File: src/overtravel_map.vh
/*
 Register offsets, field positions, reset values and stop behaviour codes for the
 overtravel and stop control block. Assumes inclusion by bare name.
*/
`ifndef OVERTRAVEL_MAP_VH
`define OVERTRAVEL_MAP_VH

// Register byte offsets
`define OFF_DIRECTION     4'h0
`define OFF_LIMIT_MAP     4'h4
`define OFF_STOP_MODE     4'h8
`define OFF_ESTOP_TORQUE  4'hC

// Digit fields
`define DIGIT_W           4
`define LMAP_FWD_LSB      0
`define LMAP_REV_LSB      4
`define SMODE_OFF_LSB     0
`define SMODE_OT_LSB      4

// Reset values and the unused-limit map code
`define RST_DIRECTION     4'h0
`define RST_FWD_MAP       4'h2
`define RST_REV_MAP       4'h3
`define LIMIT_UNUSED      4'h8
`define RST_OT_MODE       4'h0
`define RST_OFF_MODE      4'h0
`define RST_ESTOP_TORQUE  16'h0320

// Stop behaviours
`define OT_SERVO_OFF      4'h0
`define OT_DECEL_CLAMP    4'h1
`define OT_DECEL_COAST    4'h2
`define OFF_DB_HOLD       4'h0
`define OFF_DB_COAST      4'h1
`define OFF_COAST         4'h2

// Status read-back offset
`define OFF_STATUS        4'h0

`endif

File: src/axil_regs.v
/*
 AXI4-Lite slave holding the configuration digits and a status read-back.
 Assumes a single master on aclk; one write and one read at a time.
*/
`timescale 1ns/1ps
`include "overtravel_map.vh"
module axil_regs (
   input  wire        aclk,
   input  wire        aresetn,
   input  wire [3:0]  s_axi_awaddr,
   input  wire        s_axi_awvalid,
   output wire        s_axi_awready,
   input  wire [31:0] s_axi_wdata,
   input  wire [3:0]  s_axi_wstrb,
   input  wire        s_axi_wvalid,
   output wire        s_axi_wready,
   output reg  [1:0]  s_axi_bresp,
   output reg         s_axi_bvalid,
   input  wire        s_axi_bready,
   input  wire [3:0]  s_axi_araddr,
   input  wire        s_axi_arvalid,
   output wire        s_axi_arready,
   output reg  [31:0] s_axi_rdata,
   output reg  [1:0]  s_axi_rresp,
   output reg         s_axi_rvalid,
   input  wire        s_axi_rready,
   input  wire [15:0] status_word,
   output reg  [3:0]  direction_select_digit,
   output reg  [3:0]  forward_limit_map_digit,
   output reg  [3:0]  reverse_limit_map_digit,
   output reg  [3:0]  overtravel_stop_mode_digit,
   output reg  [3:0]  servo_off_stop_digit,
   output reg  [15:0] emergency_stop_torque
);
   reg        aw_held_reg;
   reg [3:0]  aw_addr_reg;
   reg        w_held_reg;
   reg [31:0] w_data_reg;
   reg [3:0]  w_strb_reg;
   wire       do_write;
   reg        hit;

   // Each channel is taken once, in either order; the response waits for both
   assign s_axi_awready = !aw_held_reg && !s_axi_bvalid;
   assign s_axi_wready  = !w_held_reg && !s_axi_bvalid;
   assign s_axi_arready = !s_axi_rvalid;
   assign do_write      = aw_held_reg && w_held_reg && !s_axi_bvalid;

   always @* begin
      case (aw_addr_reg)
         `OFF_DIRECTION, `OFF_LIMIT_MAP, `OFF_STOP_MODE, `OFF_ESTOP_TORQUE: hit = 1'b1;
         default: hit = 1'b0;
      endcase
   end

   always @(posedge aclk) begin
      if (!aresetn) begin
         aw_held_reg                <= 1'b0;
         aw_addr_reg                <= 4'h0;
         w_held_reg                 <= 1'b0;
         w_data_reg                 <= 32'h0000_0000;
         w_strb_reg                 <= 4'h0;
         s_axi_bvalid               <= 1'b0;
         s_axi_bresp                <= 2'b00;
         direction_select_digit     <= `RST_DIRECTION;
         forward_limit_map_digit    <= `RST_FWD_MAP;
         reverse_limit_map_digit    <= `RST_REV_MAP;
         overtravel_stop_mode_digit <= `RST_OT_MODE;
         servo_off_stop_digit       <= `RST_OFF_MODE;
         emergency_stop_torque      <= `RST_ESTOP_TORQUE;
      end else begin
         if (s_axi_awvalid && s_axi_awready) begin
            aw_held_reg <= 1'b1;
            aw_addr_reg <= {s_axi_awaddr[3:2], 2'b00};
         end
         if (s_axi_wvalid && s_axi_wready) begin
            w_held_reg <= 1'b1;
            w_data_reg <= s_axi_wdata;
            w_strb_reg <= s_axi_wstrb;
         end
         if (do_write) begin
            aw_held_reg  <= 1'b0;
            w_held_reg   <= 1'b0;
            s_axi_bvalid <= 1'b1;
            s_axi_bresp  <= hit ? 2'b00 : 2'b10;
            if (w_strb_reg[0]) begin
               case (aw_addr_reg)
                  `OFF_DIRECTION: direction_select_digit <= w_data_reg[3:0];
                  `OFF_LIMIT_MAP: begin
                     forward_limit_map_digit <= w_data_reg[`LMAP_FWD_LSB +: `DIGIT_W];
                     reverse_limit_map_digit <= w_data_reg[`LMAP_REV_LSB +: `DIGIT_W];
                  end
                  `OFF_STOP_MODE: begin
                     servo_off_stop_digit       <= w_data_reg[`SMODE_OFF_LSB +: `DIGIT_W];
                     overtravel_stop_mode_digit <= w_data_reg[`SMODE_OT_LSB +: `DIGIT_W];
                  end
                  `OFF_ESTOP_TORQUE: emergency_stop_torque[7:0] <= w_data_reg[7:0];
                  default: ;
               endcase
            end
            if (w_strb_reg[1] && aw_addr_reg == `OFF_ESTOP_TORQUE)
               emergency_stop_torque[15:8] <= w_data_reg[15:8];
         end else if (s_axi_bvalid && s_axi_bready) begin
            s_axi_bvalid <= 1'b0;
         end
      end
   end

   always @(posedge aclk) begin
      if (!aresetn) begin
         s_axi_rvalid <= 1'b0;
         s_axi_rdata  <= 32'h0000_0000;
         s_axi_rresp  <= 2'b00;
      end else if (s_axi_arvalid && s_axi_arready) begin
         s_axi_rvalid <= 1'b1;
         s_axi_rresp  <= 2'b00;
         case ({s_axi_araddr[3:2], 2'b00})
            `OFF_DIRECTION: s_axi_rdata <= {12'h000, status_word[15:0], direction_select_digit};
            `OFF_LIMIT_MAP:
               s_axi_rdata <= {24'h00_0000, reverse_limit_map_digit, forward_limit_map_digit};
            `OFF_STOP_MODE:
               s_axi_rdata <= {24'h00_0000, overtravel_stop_mode_digit, servo_off_stop_digit};
            `OFF_ESTOP_TORQUE: s_axi_rdata <= {16'h0000, emergency_stop_torque};
            default: begin
               s_axi_rdata <= 32'h0000_0000;
               s_axi_rresp <= 2'b10;
            end
         endcase
      end else if (s_axi_rvalid && s_axi_rready) begin
         s_axi_rvalid <= 1'b0;
      end
   end
endmodule

File: src/sync2.v
/*
 Two-flop synchroniser for a group of pin levels.
 Assumes asynchronous inputs; only the second stage is read outside.
*/
`timescale 1ns/1ps
module sync2 #(
   parameter W = 4
) (
   input  wire         aclk,
   input  wire         aresetn,
   input  wire [W-1:0] d,
   output reg  [W-1:0] q,
   input  wire [W-1:0] rst_val
);
   reg [W-1:0] meta_reg;
   always @(posedge aclk) begin
      if (!aresetn) begin
         meta_reg <= rst_val;
         q        <= rst_val;
      end else begin
         meta_reg <= d;
         q        <= meta_reg;
      end
   end
endmodule

File: src/overtravel_stop_control.v
/*
 Direction selection, overtravel gating and stop-mode sequencing for a
 servo drive. Assumes a 40 MHz aclk, limit switches and servo-off and alarm
 levels arriving from pins, and moving and slow speed flags from the same clock domain.
*/
`timescale 1ns/1ps
`include "overtravel_map.vh"
// Summary of operation
// - Digit 0: CCW forward; 1: CW forward
// - Forward limit low permits forward motion
// - Reverse limit low permits reverse motion
// - Forward map default 2; disable forces allowed
// - Reverse map default 3; 8 ignores input
// - Overtravel mode 0 uses servo-off stop
// - Mode 1: torque-limited decel, then clamp
// - Mode 2: torque-limited decel, then coast
// - Stop torque percent, default 800, modes 1-2
// - Off command, alarm, power loss: servo off
// - Off digit: brake-hold, brake-coast, or coast
// - Brake-hold at standstill behaves as coast
module overtravel_stop_control (
   input  wire        aclk,
   input  wire        aresetn,
   input  wire [3:0]  s_axi_awaddr,
   input  wire        s_axi_awvalid,
   output wire        s_axi_awready,
   input  wire [31:0] s_axi_wdata,
   input  wire [3:0]  s_axi_wstrb,
   input  wire        s_axi_wvalid,
   output wire        s_axi_wready,
   output wire [1:0]  s_axi_bresp,
   output wire        s_axi_bvalid,
   input  wire        s_axi_bready,
   input  wire [3:0]  s_axi_araddr,
   input  wire        s_axi_arvalid,
   output wire        s_axi_arready,
   output wire [31:0] s_axi_rdata,
   output wire [1:0]  s_axi_rresp,
   output wire        s_axi_rvalid,
   input  wire        s_axi_rready,
   input  wire        forward_limit_input,
   input  wire        reverse_limit_input,
   input  wire        servo_off_command,
   input  wire        servo_alarm,
   input  wire        power_lost,
   input  wire        cmd_forward,
   input  wire        cmd_reverse,
   input  wire        motor_moving,
   input  wire        motor_slow,
   output reg         run_ccw,
   output reg         run_cw,
   output reg         servo_on,
   output reg         torque_limit_active,
   output reg  [15:0] torque_limit,
   output reg         zero_clamp,
   output reg         dynamic_brake,
   output reg         coast,
   output reg         forward_blocked,
   output reg         reverse_blocked
);
   localparam ST_RUN      = 3'd0;
   localparam ST_OT_DECEL = 3'd1;
   localparam ST_OT_CLAMP = 3'd2;
   localparam ST_OT_COAST = 3'd3;
   localparam ST_OFF_DB   = 3'd4;
   localparam ST_OFF_FREE = 3'd5;

   wire [3:0]  dir_digit;
   wire [3:0]  fwd_map;
   wire [3:0]  rev_map;
   wire [3:0]  ot_mode;
   wire [3:0]  off_mode;
   wire [15:0] estop_torque;
   wire [4:0]  pins_s;
   wire        fwd_lim_s;
   wire        rev_lim_s;
   wire        off_req;
   wire        fwd_prohibit;
   wire        rev_prohibit;
   wire        want_fwd;
   wire        want_rev;
   wire        ot_hit;
   reg  [2:0]  state_reg;
   reg  [2:0]  state_next;
   reg  [15:0] status_word;

   axil_regs regs_i (
      .aclk                       (aclk),
      .aresetn                    (aresetn),
      .s_axi_awaddr               (s_axi_awaddr),
      .s_axi_awvalid              (s_axi_awvalid),
      .s_axi_awready              (s_axi_awready),
      .s_axi_wdata                (s_axi_wdata),
      .s_axi_wstrb                (s_axi_wstrb),
      .s_axi_wvalid               (s_axi_wvalid),
      .s_axi_wready               (s_axi_wready),
      .s_axi_bresp                (s_axi_bresp),
      .s_axi_bvalid               (s_axi_bvalid),
      .s_axi_bready               (s_axi_bready),
      .s_axi_araddr               (s_axi_araddr),
      .s_axi_arvalid              (s_axi_arvalid),
      .s_axi_arready              (s_axi_arready),
      .s_axi_rdata                (s_axi_rdata),
      .s_axi_rresp                (s_axi_rresp),
      .s_axi_rvalid               (s_axi_rvalid),
      .s_axi_rready               (s_axi_rready),
      .status_word                (status_word),
      .direction_select_digit     (dir_digit),
      .forward_limit_map_digit    (fwd_map),
      .reverse_limit_map_digit    (rev_map),
      .overtravel_stop_mode_digit (ot_mode),
      .servo_off_stop_digit       (off_mode),
      .emergency_stop_torque      (estop_torque)
   );

   // Open switches read high, so reset fills with prohibiting levels
   sync2 #(.W(5)) pin_sync_i (
      .aclk    (aclk),
      .aresetn (aresetn),
      .d       ({power_lost, servo_alarm, servo_off_command,
                 reverse_limit_input, forward_limit_input}),
      .q       (pins_s),
      .rst_val (5'h1F)
   );

   assign fwd_lim_s = pins_s[0];
   assign rev_lim_s = pins_s[1];
   // Any off source drops the servo; power loss included
   assign off_req   = pins_s[2] | pins_s[3] | pins_s[4];

   // A disabled map digit behaves as the input shorted low
   assign fwd_prohibit = (fwd_map == `RST_FWD_MAP) & fwd_lim_s;
   assign rev_prohibit = (rev_map != `LIMIT_UNUSED) & rev_lim_s;

   // Only the prohibited direction is refused; the other stays live
   assign want_fwd = cmd_forward & ~cmd_reverse & ~fwd_prohibit;
   assign want_rev = cmd_reverse & ~cmd_forward & ~rev_prohibit;
   assign ot_hit   = motor_moving & ((cmd_forward & fwd_prohibit) |
                                     (cmd_reverse & rev_prohibit));

   always @* begin
      state_next = state_reg;
      case (state_reg)
         ST_RUN: begin
            if (off_req)
               state_next = ST_OFF_DB;
            else if (ot_hit) begin
               case (ot_mode)
                  `OT_SERVO_OFF: state_next = ST_OFF_DB;
                  `OT_DECEL_CLAMP, `OT_DECEL_COAST: state_next = ST_OT_DECEL;
                  default: state_next = ST_OFF_DB;
               endcase
            end
         end
         ST_OT_DECEL: begin
            if (off_req)
               state_next = ST_OFF_DB;
            else if (!motor_moving)
               state_next = (ot_mode == `OT_DECEL_COAST) ? ST_OT_COAST
                                                         : ST_OT_CLAMP;
         end
         ST_OT_CLAMP, ST_OT_COAST: begin
            // Release once the limit clears or a command for a permitted direction arrives
            if (off_req)
               state_next = ST_OFF_DB;
            else if (!(fwd_prohibit | rev_prohibit) || want_fwd || want_rev)
               state_next = ST_RUN;
         end
         ST_OFF_DB: begin
            if (!motor_moving && off_mode == `OFF_DB_COAST)
               state_next = ST_OFF_FREE;
            else if (!off_req && !ot_hit && !motor_moving)
               state_next = ST_RUN;
         end
         ST_OFF_FREE: begin
            if (!off_req && !motor_moving)
               state_next = ST_RUN;
         end
         default: state_next = ST_RUN;
      endcase
   end

   always @(posedge aclk) begin
      if (!aresetn)
         state_reg <= ST_RUN;
      else
         state_reg <= state_next;
   end

   always @(posedge aclk) begin
      if (!aresetn) begin
         run_ccw             <= 1'b0;
         run_cw              <= 1'b0;
         servo_on            <= 1'b0;
         torque_limit_active <= 1'b0;
         torque_limit        <= 16'h0000;
         zero_clamp          <= 1'b0;
         dynamic_brake       <= 1'b0;
         coast               <= 1'b1;
         forward_blocked     <= 1'b0;
         reverse_blocked     <= 1'b0;
         status_word         <= 16'h0000;
      end else begin
         forward_blocked <= fwd_prohibit;
         reverse_blocked <= rev_prohibit;
         // Forward maps to CCW unless the direction digit reverses it
         if (state_next == ST_RUN) begin
            run_ccw <= (dir_digit == `RST_DIRECTION) ? want_fwd : want_rev;
            run_cw  <= (dir_digit == `RST_DIRECTION) ? want_rev : want_fwd;
         end else begin
            run_ccw <= 1'b0;
            run_cw  <= 1'b0;
         end
         servo_on <= (state_next == ST_RUN) || (state_next == ST_OT_DECEL) ||
                     (state_next == ST_OT_CLAMP);
         torque_limit_active <= (state_next == ST_OT_DECEL);
         torque_limit        <= (state_next == ST_OT_DECEL) ? estop_torque : 16'h0000;
         zero_clamp          <= (state_next == ST_OT_CLAMP);
         // Brake has no force at standstill, so hold mode reads as coast
         dynamic_brake <= (state_next == ST_OFF_DB) && (off_mode != `OFF_COAST) &&
                          motor_moving && !motor_slow;
         coast <= (state_next == ST_OT_COAST) || (state_next == ST_OFF_FREE) ||
                  ((state_next == ST_OFF_DB) &&
                   ((off_mode == `OFF_COAST) || !motor_moving || motor_slow));
         status_word <= {8'h00, 1'b0, state_next, 2'b00, rev_prohibit, fwd_prohibit};
      end
   end
endmodule

File: config.mk
export PLATFORM = sky130hd
export DESIGN_NAME = overtravel_stop_control
export DESIGN_NICKNAME = d
export VERILOG_FILES = /design/src/axil_regs.v /design/src/sync2.v /design/src/overtravel_stop_control.v
export VERILOG_INCLUDE_DIRS = /design/src /design/src/src
export SDC_FILE = /design/constraint.sdc
export NUM_CORES = 1
export LEC_CHECK = 0
export BUFFER_PORTS_ARGS = -buffer_cell sky130_fd_sc_hd__buf_2
export CAP_MARGIN = 40
export CORE_MARGIN = 5
export CORE_UTILIZATION = 56
export DETAILED_ROUTE_END_ITERATION = 10
export MAX_ROUTING_LAYER = met4
export PLACE_DENSITY = 0.95
export REMOVE_ABC_BUFFERS = 1
export SETUP_SLACK_MARGIN = 0.5
export SLEW_MARGIN = 30
export SYNTH_ARGS = -nofsm -noshare
export SYNTH_HDL_FRONTEND = slang
export SYNTH_SLANG_ARGS = --single-unit
File: constraint.sdc
create_clock -name aclk -period 6.5 [get_ports aclk]
set_clock_uncertainty 0.2 [all_clocks]
set_input_delay 0.65 -clock aclk [delete_from_list [all_inputs] [get_ports aclk]]
set_output_delay 0.65 -clock aclk [all_outputs]
set_load 0.005 [all_outputs]
==> results.py, run 1 <==
metrics = {
    "synth": {
        "yosys.area.top_type": "dfxtp_1",
        "synth_edf_count": 0,
        "synthTopCellsByArea": "dfxtp_1, mux2i_1, nand2_1, nor2_1, a21oi_1",
        "synth_cell_types": 50,
        "ys_seq_area_share_pct": 51.0,
        "synth-async-reset-ratio_pct": 0,
        "syn_area_per_cell_um2": 9.85,
        "ys.flop_type": "dfxtp_1",
        "syn_area_um2": 4510,
        "syn_inst": 458,
        "synth_top_area_share_pct": 51.0,
        "ys_ff_latch": 115,
        "yosysWarningCount": 0,
    },
    "timing": {
        "min_period_ps": 2530,
        "setup_violations": 0,
        "slew_headroom_pct": 44.3,
        "worst_slew_pin_slew_ps": 835,
        "max_freq_ghz": 0.395,
        "hold_violations": 0,
        "setup_slack_ps": 3970,
        "drv_slew": 0,
        "rsz0062_at_grt": "no",
        "min_period_over_period_pct": 38.9,
        "holdWs_ps": 111,
        "fin_tns_setup_ps": 0,
    },
    "pwr": {
        "p_leak_nw": 2.30,
        "power_w": 0.00184,
        "peakVddDrop_uv": 236,
        "power_density_nw_per_um2": 329,
    },
    "grt": {
        "grt_overflow": 0,
        "grt_usage_pct": 24.4,
        "grt_max_degree": 47,
        "grt_pass1_vias": 3740,
        "grt_pass1_wl_mm": 18.4,
        "antenna_found_initial": 0,
    },
    "final_layout": {
        "diodes": 0,
        "finalNetCount": 605,
        "drive_above_1_share_pct": 27.1,
        "area_growth_syn_to_layout_pct": 23.6,
    },
    "route": {
        "ant_nets": 0,
        "drt-vias-per-instance": 5.69,
        "dr_wl_met3_um": 948,
        "drc": 0,
        "drt_iter0_markers": 297,
        "wl_met2_mm": 5.67,
        "first_pass_iters": 5,
        "vias": 3758,
        "wl_mm": 11.6,
        "highest_layer": "met4",
        "wl_met1_mm": 4.80,
        "wl_per_cell_um": 17.6,
    },
    "worst_setup_path": {
        "required_ps": 6660,
        "startpoint_type": "flop",
        "worstSetupPathType": "flop to flop",
        "worstPathArrival_ps": 2690,
        "critPathMaxFanout": 19,
        "endpoint_kind": "flop",
    },
    "floorplan": {
        "dieArea_um2": 9950,
        "core_area_um2": 7810,
        "die_h_um": 99.8,
        "initial_core_util_pct": 57.8,
        "io_pins": 126,
        "die_x_um": 99.8,
        "placement_rows": 32,
    },
    "cts": {
        "post_cts_resized": 0,
        "path_clk_slew_ps": 60,
        "htreeDepth": 4,
        "post-cts-setup-buffers": 0,
        "clock_path_buffers": 2,
        "insertion_delay_ps": 520,
        "clockRootBuffer": "clkbuf_8",
        "ctsHoldBuffers": 0,
        "cts_tree": "done",
        "clock-sinks": 115,
        "cts_buffers": 17,
    },
    "place": {
        "dp_hpwl_mm": 7.61,
        "portBuffers": 84,
        "gp_congestion": 0.880,
        "dpl_worst_slack_ps": 3770,
    },
    "run": {
        "maxCapViolations": 0,
    },
    "outcome": {
        "status": "completed",
    },
    "min_path": {
        "hp-class": "input port to flop",
    },
}
metrics by stage:
step	util [%]	area, um^2	instances
finish	71.4	5580	660
global route	71.4	5580	660
detailed placement	63.2	4930	628
global placement	62.8	4900	624
floorplan	-	4340	436
CTS	71.4	5580	660
worst max-delay path, cell delays in order, from the launching register on:
cell and delay, ps:
dfxtp_1 340, or4b_4 590, nand2_1 120, a21oi_1 80, o2111a_1 300, nor2_4 580
nor3b_1 150
layout make-up:
cell class,instances,area [um^2]
Multi-Input combinational cell,315,2010
Timing Repair Buffer,90,465
Sequential cell,115,2300
Fill cell,578,2230
Tap cell,102,128
Clock buffer,17,414
Inverter,6,22.5
Clock inverter,15,229
synthesized netlist by cell type (all sizes together) (4+ instances only):
cell type and number:
a21oi 32, a221oi 5, a22oi 5, and2 4, buf 25, clkbuf 15, dfxtp 115, inv 6
mux2i 40, mux4 6, nand2 63, nand2b 14, nand3 6, nor2 59, nor3 8, nor3b 19
nor4 5, o21ai 4
kinds of logic after synthesis:
group / Yosys count / synth area share, %
AO/OA/AOI/OAI: 56 / 8.32
XOR/XNOR: 1 / 0.194
flip-flops: 115 / 51.0
buffers and inverters: 46 / 5.82
multiplexers: 48 / 12.5
other: 1 / 0.0831
AND/OR/NAND/NOR: 191 / 22.1
final timing paths:
check,start,to,slack [ps],cells after the start
worst max-delay path,regs_i.reverse_limit_map_digit[0],torque_limit[1],3970,6
worst min-delay path,power_lost,pin_sync_i.meta_reg[4],110,2
worst max register to register,regs_i.reverse_limit_map_digit[0],torque_limit[1],3970,6
worst min register to register,pin_sync_i.meta_reg[4],pin_sync_i.q[4],210,1
power breakdown:
part	internal [W]	switching [W]
combinational	0.0000345	0.0000560
sequential	0.000724	0.0000149
clock	0.000664	0.000344
total	0.00142	0.000415
cell usage in the layout, fill, tap and decap left out, types with 2 or more instances in the layout:
| cell | synthesis | final |
|---|---|---|
| inv_1 | 6 | 5 |
| mux2_2 | 2 | 2 |
| a221oi_1 | 5 | 5 |
| nand2b_1 | 14 | 14 |
| a21oi_1 | 31 | 31 |
| bufinv_16 | 0 | 5 |
| or2b_1 | 2 | 2 |
| nand2_1 | 63 | 63 |
| clkinvlp_4 | 0 | 4 |
| mux2i_1 | 40 | 40 |
| o21ai_0 | 3 | 3 |
| nor3b_2 | 9 | 9 |
| dfxtp_1 | 115 | 115 |
| nor3_1 | 7 | 7 |
| inv_6 | 0 | 2 |
| clkinv_4 | 0 | 3 |
| a22oi_1 | 5 | 5 |
| and2_1 | 4 | 4 |
| clkbuf_16 | 0 | 16 |
| mux4_2 | 5 | 5 |
| nor2b_1 | 2 | 2 |
| nor2_1 | 58 | 58 |
| buf_2 | 0 | 84 |
| buf_4 | 20 | 6 |
| nand3_1 | 5 | 5 |
| a211oi_1 | 2 | 2 |
| conb_1 | 1 | 19 |
| nor3b_1 | 10 | 10 |
| nor4_1 | 5 | 5 |
layer usage:
layer	vias up	track usage, %
met3	24	4.91
met1	1816	29.6
met5	-	-
li1	1712	-
met4	0	10.7
met2	206	39.2
No activity file was read; power rests on OpenSTA's default activity.
==> run 2, diff against run 1 <==
--- a/config.mk
+++ b/config.mk
@@ -6,13 +6,14 @@
 export SDC_FILE = /design/constraint.sdc
 export NUM_CORES = 1
 export LEC_CHECK = 0
+export ABC_AREA = 1
 export BUFFER_PORTS_ARGS = -buffer_cell sky130_fd_sc_hd__buf_2
 export CAP_MARGIN = 40
 export CORE_MARGIN = 5
-export CORE_UTILIZATION = 56
+export CORE_UTILIZATION = 52
 export DETAILED_ROUTE_END_ITERATION = 10
 export MAX_ROUTING_LAYER = met4
-export PLACE_DENSITY = 0.95
+export PLACE_DENSITY = 0.9
 export REMOVE_ABC_BUFFERS = 1
 export SETUP_SLACK_MARGIN = 0.5
 export SLEW_MARGIN = 30
==> constraint.sdc (replaced) <==
create_clock -name aclk -period 2.5 [get_ports aclk]
set_clock_uncertainty 0.2 [all_clocks]
set_input_delay 0.25 -clock aclk [delete_from_list [all_inputs] [get_ports aclk]]
set_output_delay 0.25 -clock aclk [all_outputs]
set_load 0.005 [all_outputs]
==> run 2 against run 1 <==
Net effect: via count grew 22%; sequential power grew to 2.6 times the previous value; first-iteration DRC count grew 78%; clock power grew 130%; final cell count grew 25%; utilization grew 0.46 points; fmax grew 26%; power grew to 2.5 times the previous value; cell area grew 11%; combinational power grew to 3.8 times the previous value; sequential cell count is the same.
==> results.py, run 2 <==
metrics = {
    "grt": {
        "grt_max_degree": 55,
        "grt_pass1_wl_mm": 20.3,
        "antenna_found_initial": 0,
        "grt_usage_pct": 25.5,
        "grt_pass1_vias": 4275,
        "grt_overflow": 0,
    },
    "final_layout": {
        "final_common_cell": "dfxtp_1",
        "area_growth_syn_to_layout_pct": 36.6,
        "finalNetCount": 767,
        "diodes": 0,
        "final_cell_mix": "dfxtp_1, nor2_1, buf_2",
        "drive_above_1_share_pct": 27.0,
        "final_cells": 827,
    },
    "synth": {
        "synthTopCellsByArea": "dfxtp_1, nor2_1, o21ai_0, nand2_1, a21oi_1",
        "synth_cell_types": 38,
        "synth-compound-area-share_pct": 15.0,
        "synth_top_family_by_area": "simple AND/OR/NAND/NOR gates",
        "synthTopCellsByCount": "dfxtp_1, nor2_1, nand2_1",
        "syn_inst": 565,
        "yosys.area.top_type": "dfxtp_1",
        "syn_area_um2": 4520,
        "synth-async-reset-ratio_pct": 0,
        "ys_ff_latch": 115,
        "yosysMostFrequentCell": "dfxtp_1",
        "ys.flop_type": "dfxtp_1",
        "muxShareOfSynthArea_pct": 0,
        "synth_top_area_share_pct": 50.9,
        "synth_edf_count": 0,
        "yosysWarningCount": 0,
        "synth_xor_area_share_pct": 0,
        "syn_area_per_cell_um2": 8.00,
        "synthAdderAreaFrac_pct": 0,
        "ys_seq_area_share_pct": 50.9,
        "synth-simple-area-share_pct": 24.3,
    },
    "cts": {
        "cts_buffers": 17,
        "path_clk_slew_ps": 60,
        "cts_tree": "done",
        "insertion_delay_ps": 510,
        "clockRootBuffer": "clkbuf_8",
        "clock-sinks": 115,
        "htreeDepth": 4,
        "clock_path_buffers": 2,
    },
    "outcome": {
        "status": "completed",
    },
    "route": {
        "wl_per_cell_um": 17.3,
        "drt-vias-per-instance": 5.56,
        "drt_iter0_markers": 529,
        "vias": 4601,
        "wl_mm": 14.3,
        "ant_nets": 0,
        "first_pass_iters": 8,
        "drc": 0,
    },
    "worst_setup_path": {
        "worstPathArrival_ps": 2190,
        "path_buf_inv": 2,
        "critPathMaxFanout": 13,
        "crit_path_frequent_cell": "nor3_2",
        "critPathMaxStageDelay_ps": 340,
        "cp_top_family": "simple AND/OR/NAND/NOR gates",
        "required_ps": 2680,
        "endpoint_kind": "flop",
        "startpoint_type": "flop",
        "crit_chain": "inv_1 -> nor3_2 -> nand2_1 -> nor3_2 -> inv_2 -> o21ai_0 -> a21oi_1",
        "critPathSlowestCell": "nor3_2",
        "worstSetupPathType": "flop to flop",
    },
    "run": {
        "maxCapViolations": 0,
    },
    "timing": {
        "hold_violations": 0,
        "slew_headroom_pct": 54.0,
        "setup_violations": 0,
        "drv_slew": 0,
        "max_freq_ghz": 0.498,
        "fin_tns_setup_ps": 0,
        "min_period_over_period_pct": 80.4,
        "worst_slew_pin_slew_ps": 687,
        "rsz0062_at_grt": "no",
        "min_period_ps": 2010,
    },
    "pwr": {
        "peakVddDrop_uv": 447,
        "power_density_nw_per_um2": 746,
        "p_leak_nw": 2.71,
    },
    "place": {
        "gp_congestion": 0.933,
        "portBuffers": 84,
        "placedCellCount": 740,
        "dp_hpwl_mm": 7.93,
    },
    "floorplan": {
        "initial_core_util_pct": 52.6,
        "core_area_um2": 8590,
        "io_pins": 126,
        "placement_rows": 34,
        "dieArea_um2": 10700,
        "die_x_um": 103,
        "die_h_um": 103,
    },
    "min_path": {
        "hp-class": "input port to flop",
    },
}
-- run 2: what timing repair did --
| action | CTS | global route |
|---|---|---|
| gates cloned | 0 | 3 |
| endpoints found under the setup margin | 6 | 45 |
| gates resized for setup | 1 | 33 |
| hold endpoints to repair | 42 | 8 |
| setup buffers | 2 | 14 |
| hold buffers | 35 | 1 |
| pin swaps | 1 | 11 |
-- run 2: kinds of logic after synthesis --
| logic type | Yosys count |
|---|---|
| compound gates | 123 |
| buf+inv | 93 |
| other cells | 1 |
| simple gates | 233 |
| flops | 115 |
-- run 2: worst reg2reg max path, stage by stage, from the launching register on --
cell	delay, ps
dfxtp_1	330
inv_1	60
nor3_2	250
nand2_1	160
nor3_2	350
inv_2	210
o21ai_0	240
a21oi_1	80
-- run 2: layout make-up --
| class | instances | area, um^2 |
|---|---|---|
| multi-input cells | 378 | 2000 |
| clock inverters | 8 | 103 |
| fillers | 591 | 2420 |
| repair buffers | 141 | 956 |
| well taps | 108 | 135 |
| inverters | 54 | 211 |
| flip-flops and latches | 115 | 2300 |
| clock buffers | 23 | 467 |
-- run 2: per-stage QoR --
step	setup WS, ps	hold WS (ps)	power, W	utilization (%)	cell area [um^2]
2_1_floorplan	806	134	0.00212	-	4350
3_3_place_gp	518	198	0.00223	57.4	4930
3_5_place_dp	477	207	0.00225	57.6	4950
4_1_cts	484	-124	0.00458	68.7	5900
5_1_grt	429	36.7	0.00475	71.9	6180
6_report	491	34.6	0.00461	71.9	6180
-- run 2: metal layers --
| layer | track usage (%) | routed length (um) |
|---|---|---|
| met1 | 28.2 | 5310 |
| met2 | 44.0 | 7010 |
| met3 | 6.44 | 1290 |
| met4 | 9.86 | 667 |
| met5 | - | 0 |
-- run 2: report_power, final --
part	switching (W)	internal [W]	total, W
clock	0.000833	0.00149	0.00232
combinational	0.000203	0.000143	0.000346
sequential	0.0000484	0.00189	0.00194
-- run 2: final timing paths --
| check | startpoint | endpoint | slack, ps | cells past startpoint |
|---|---|---|---|---|
| max | regs_i.aw_held_reg | regs_i.servo_off_stop_digit[2] | 490 | 7 |
| min | aresetn | torque_limit_active | 30 | 4 |
| max reg2reg | regs_i.aw_held_reg | regs_i.servo_off_stop_digit[2] | 490 | 7 |
| min reg2reg | pin_sync_i.meta_reg[2] | pin_sync_i.q[2] | 210 | 1 |
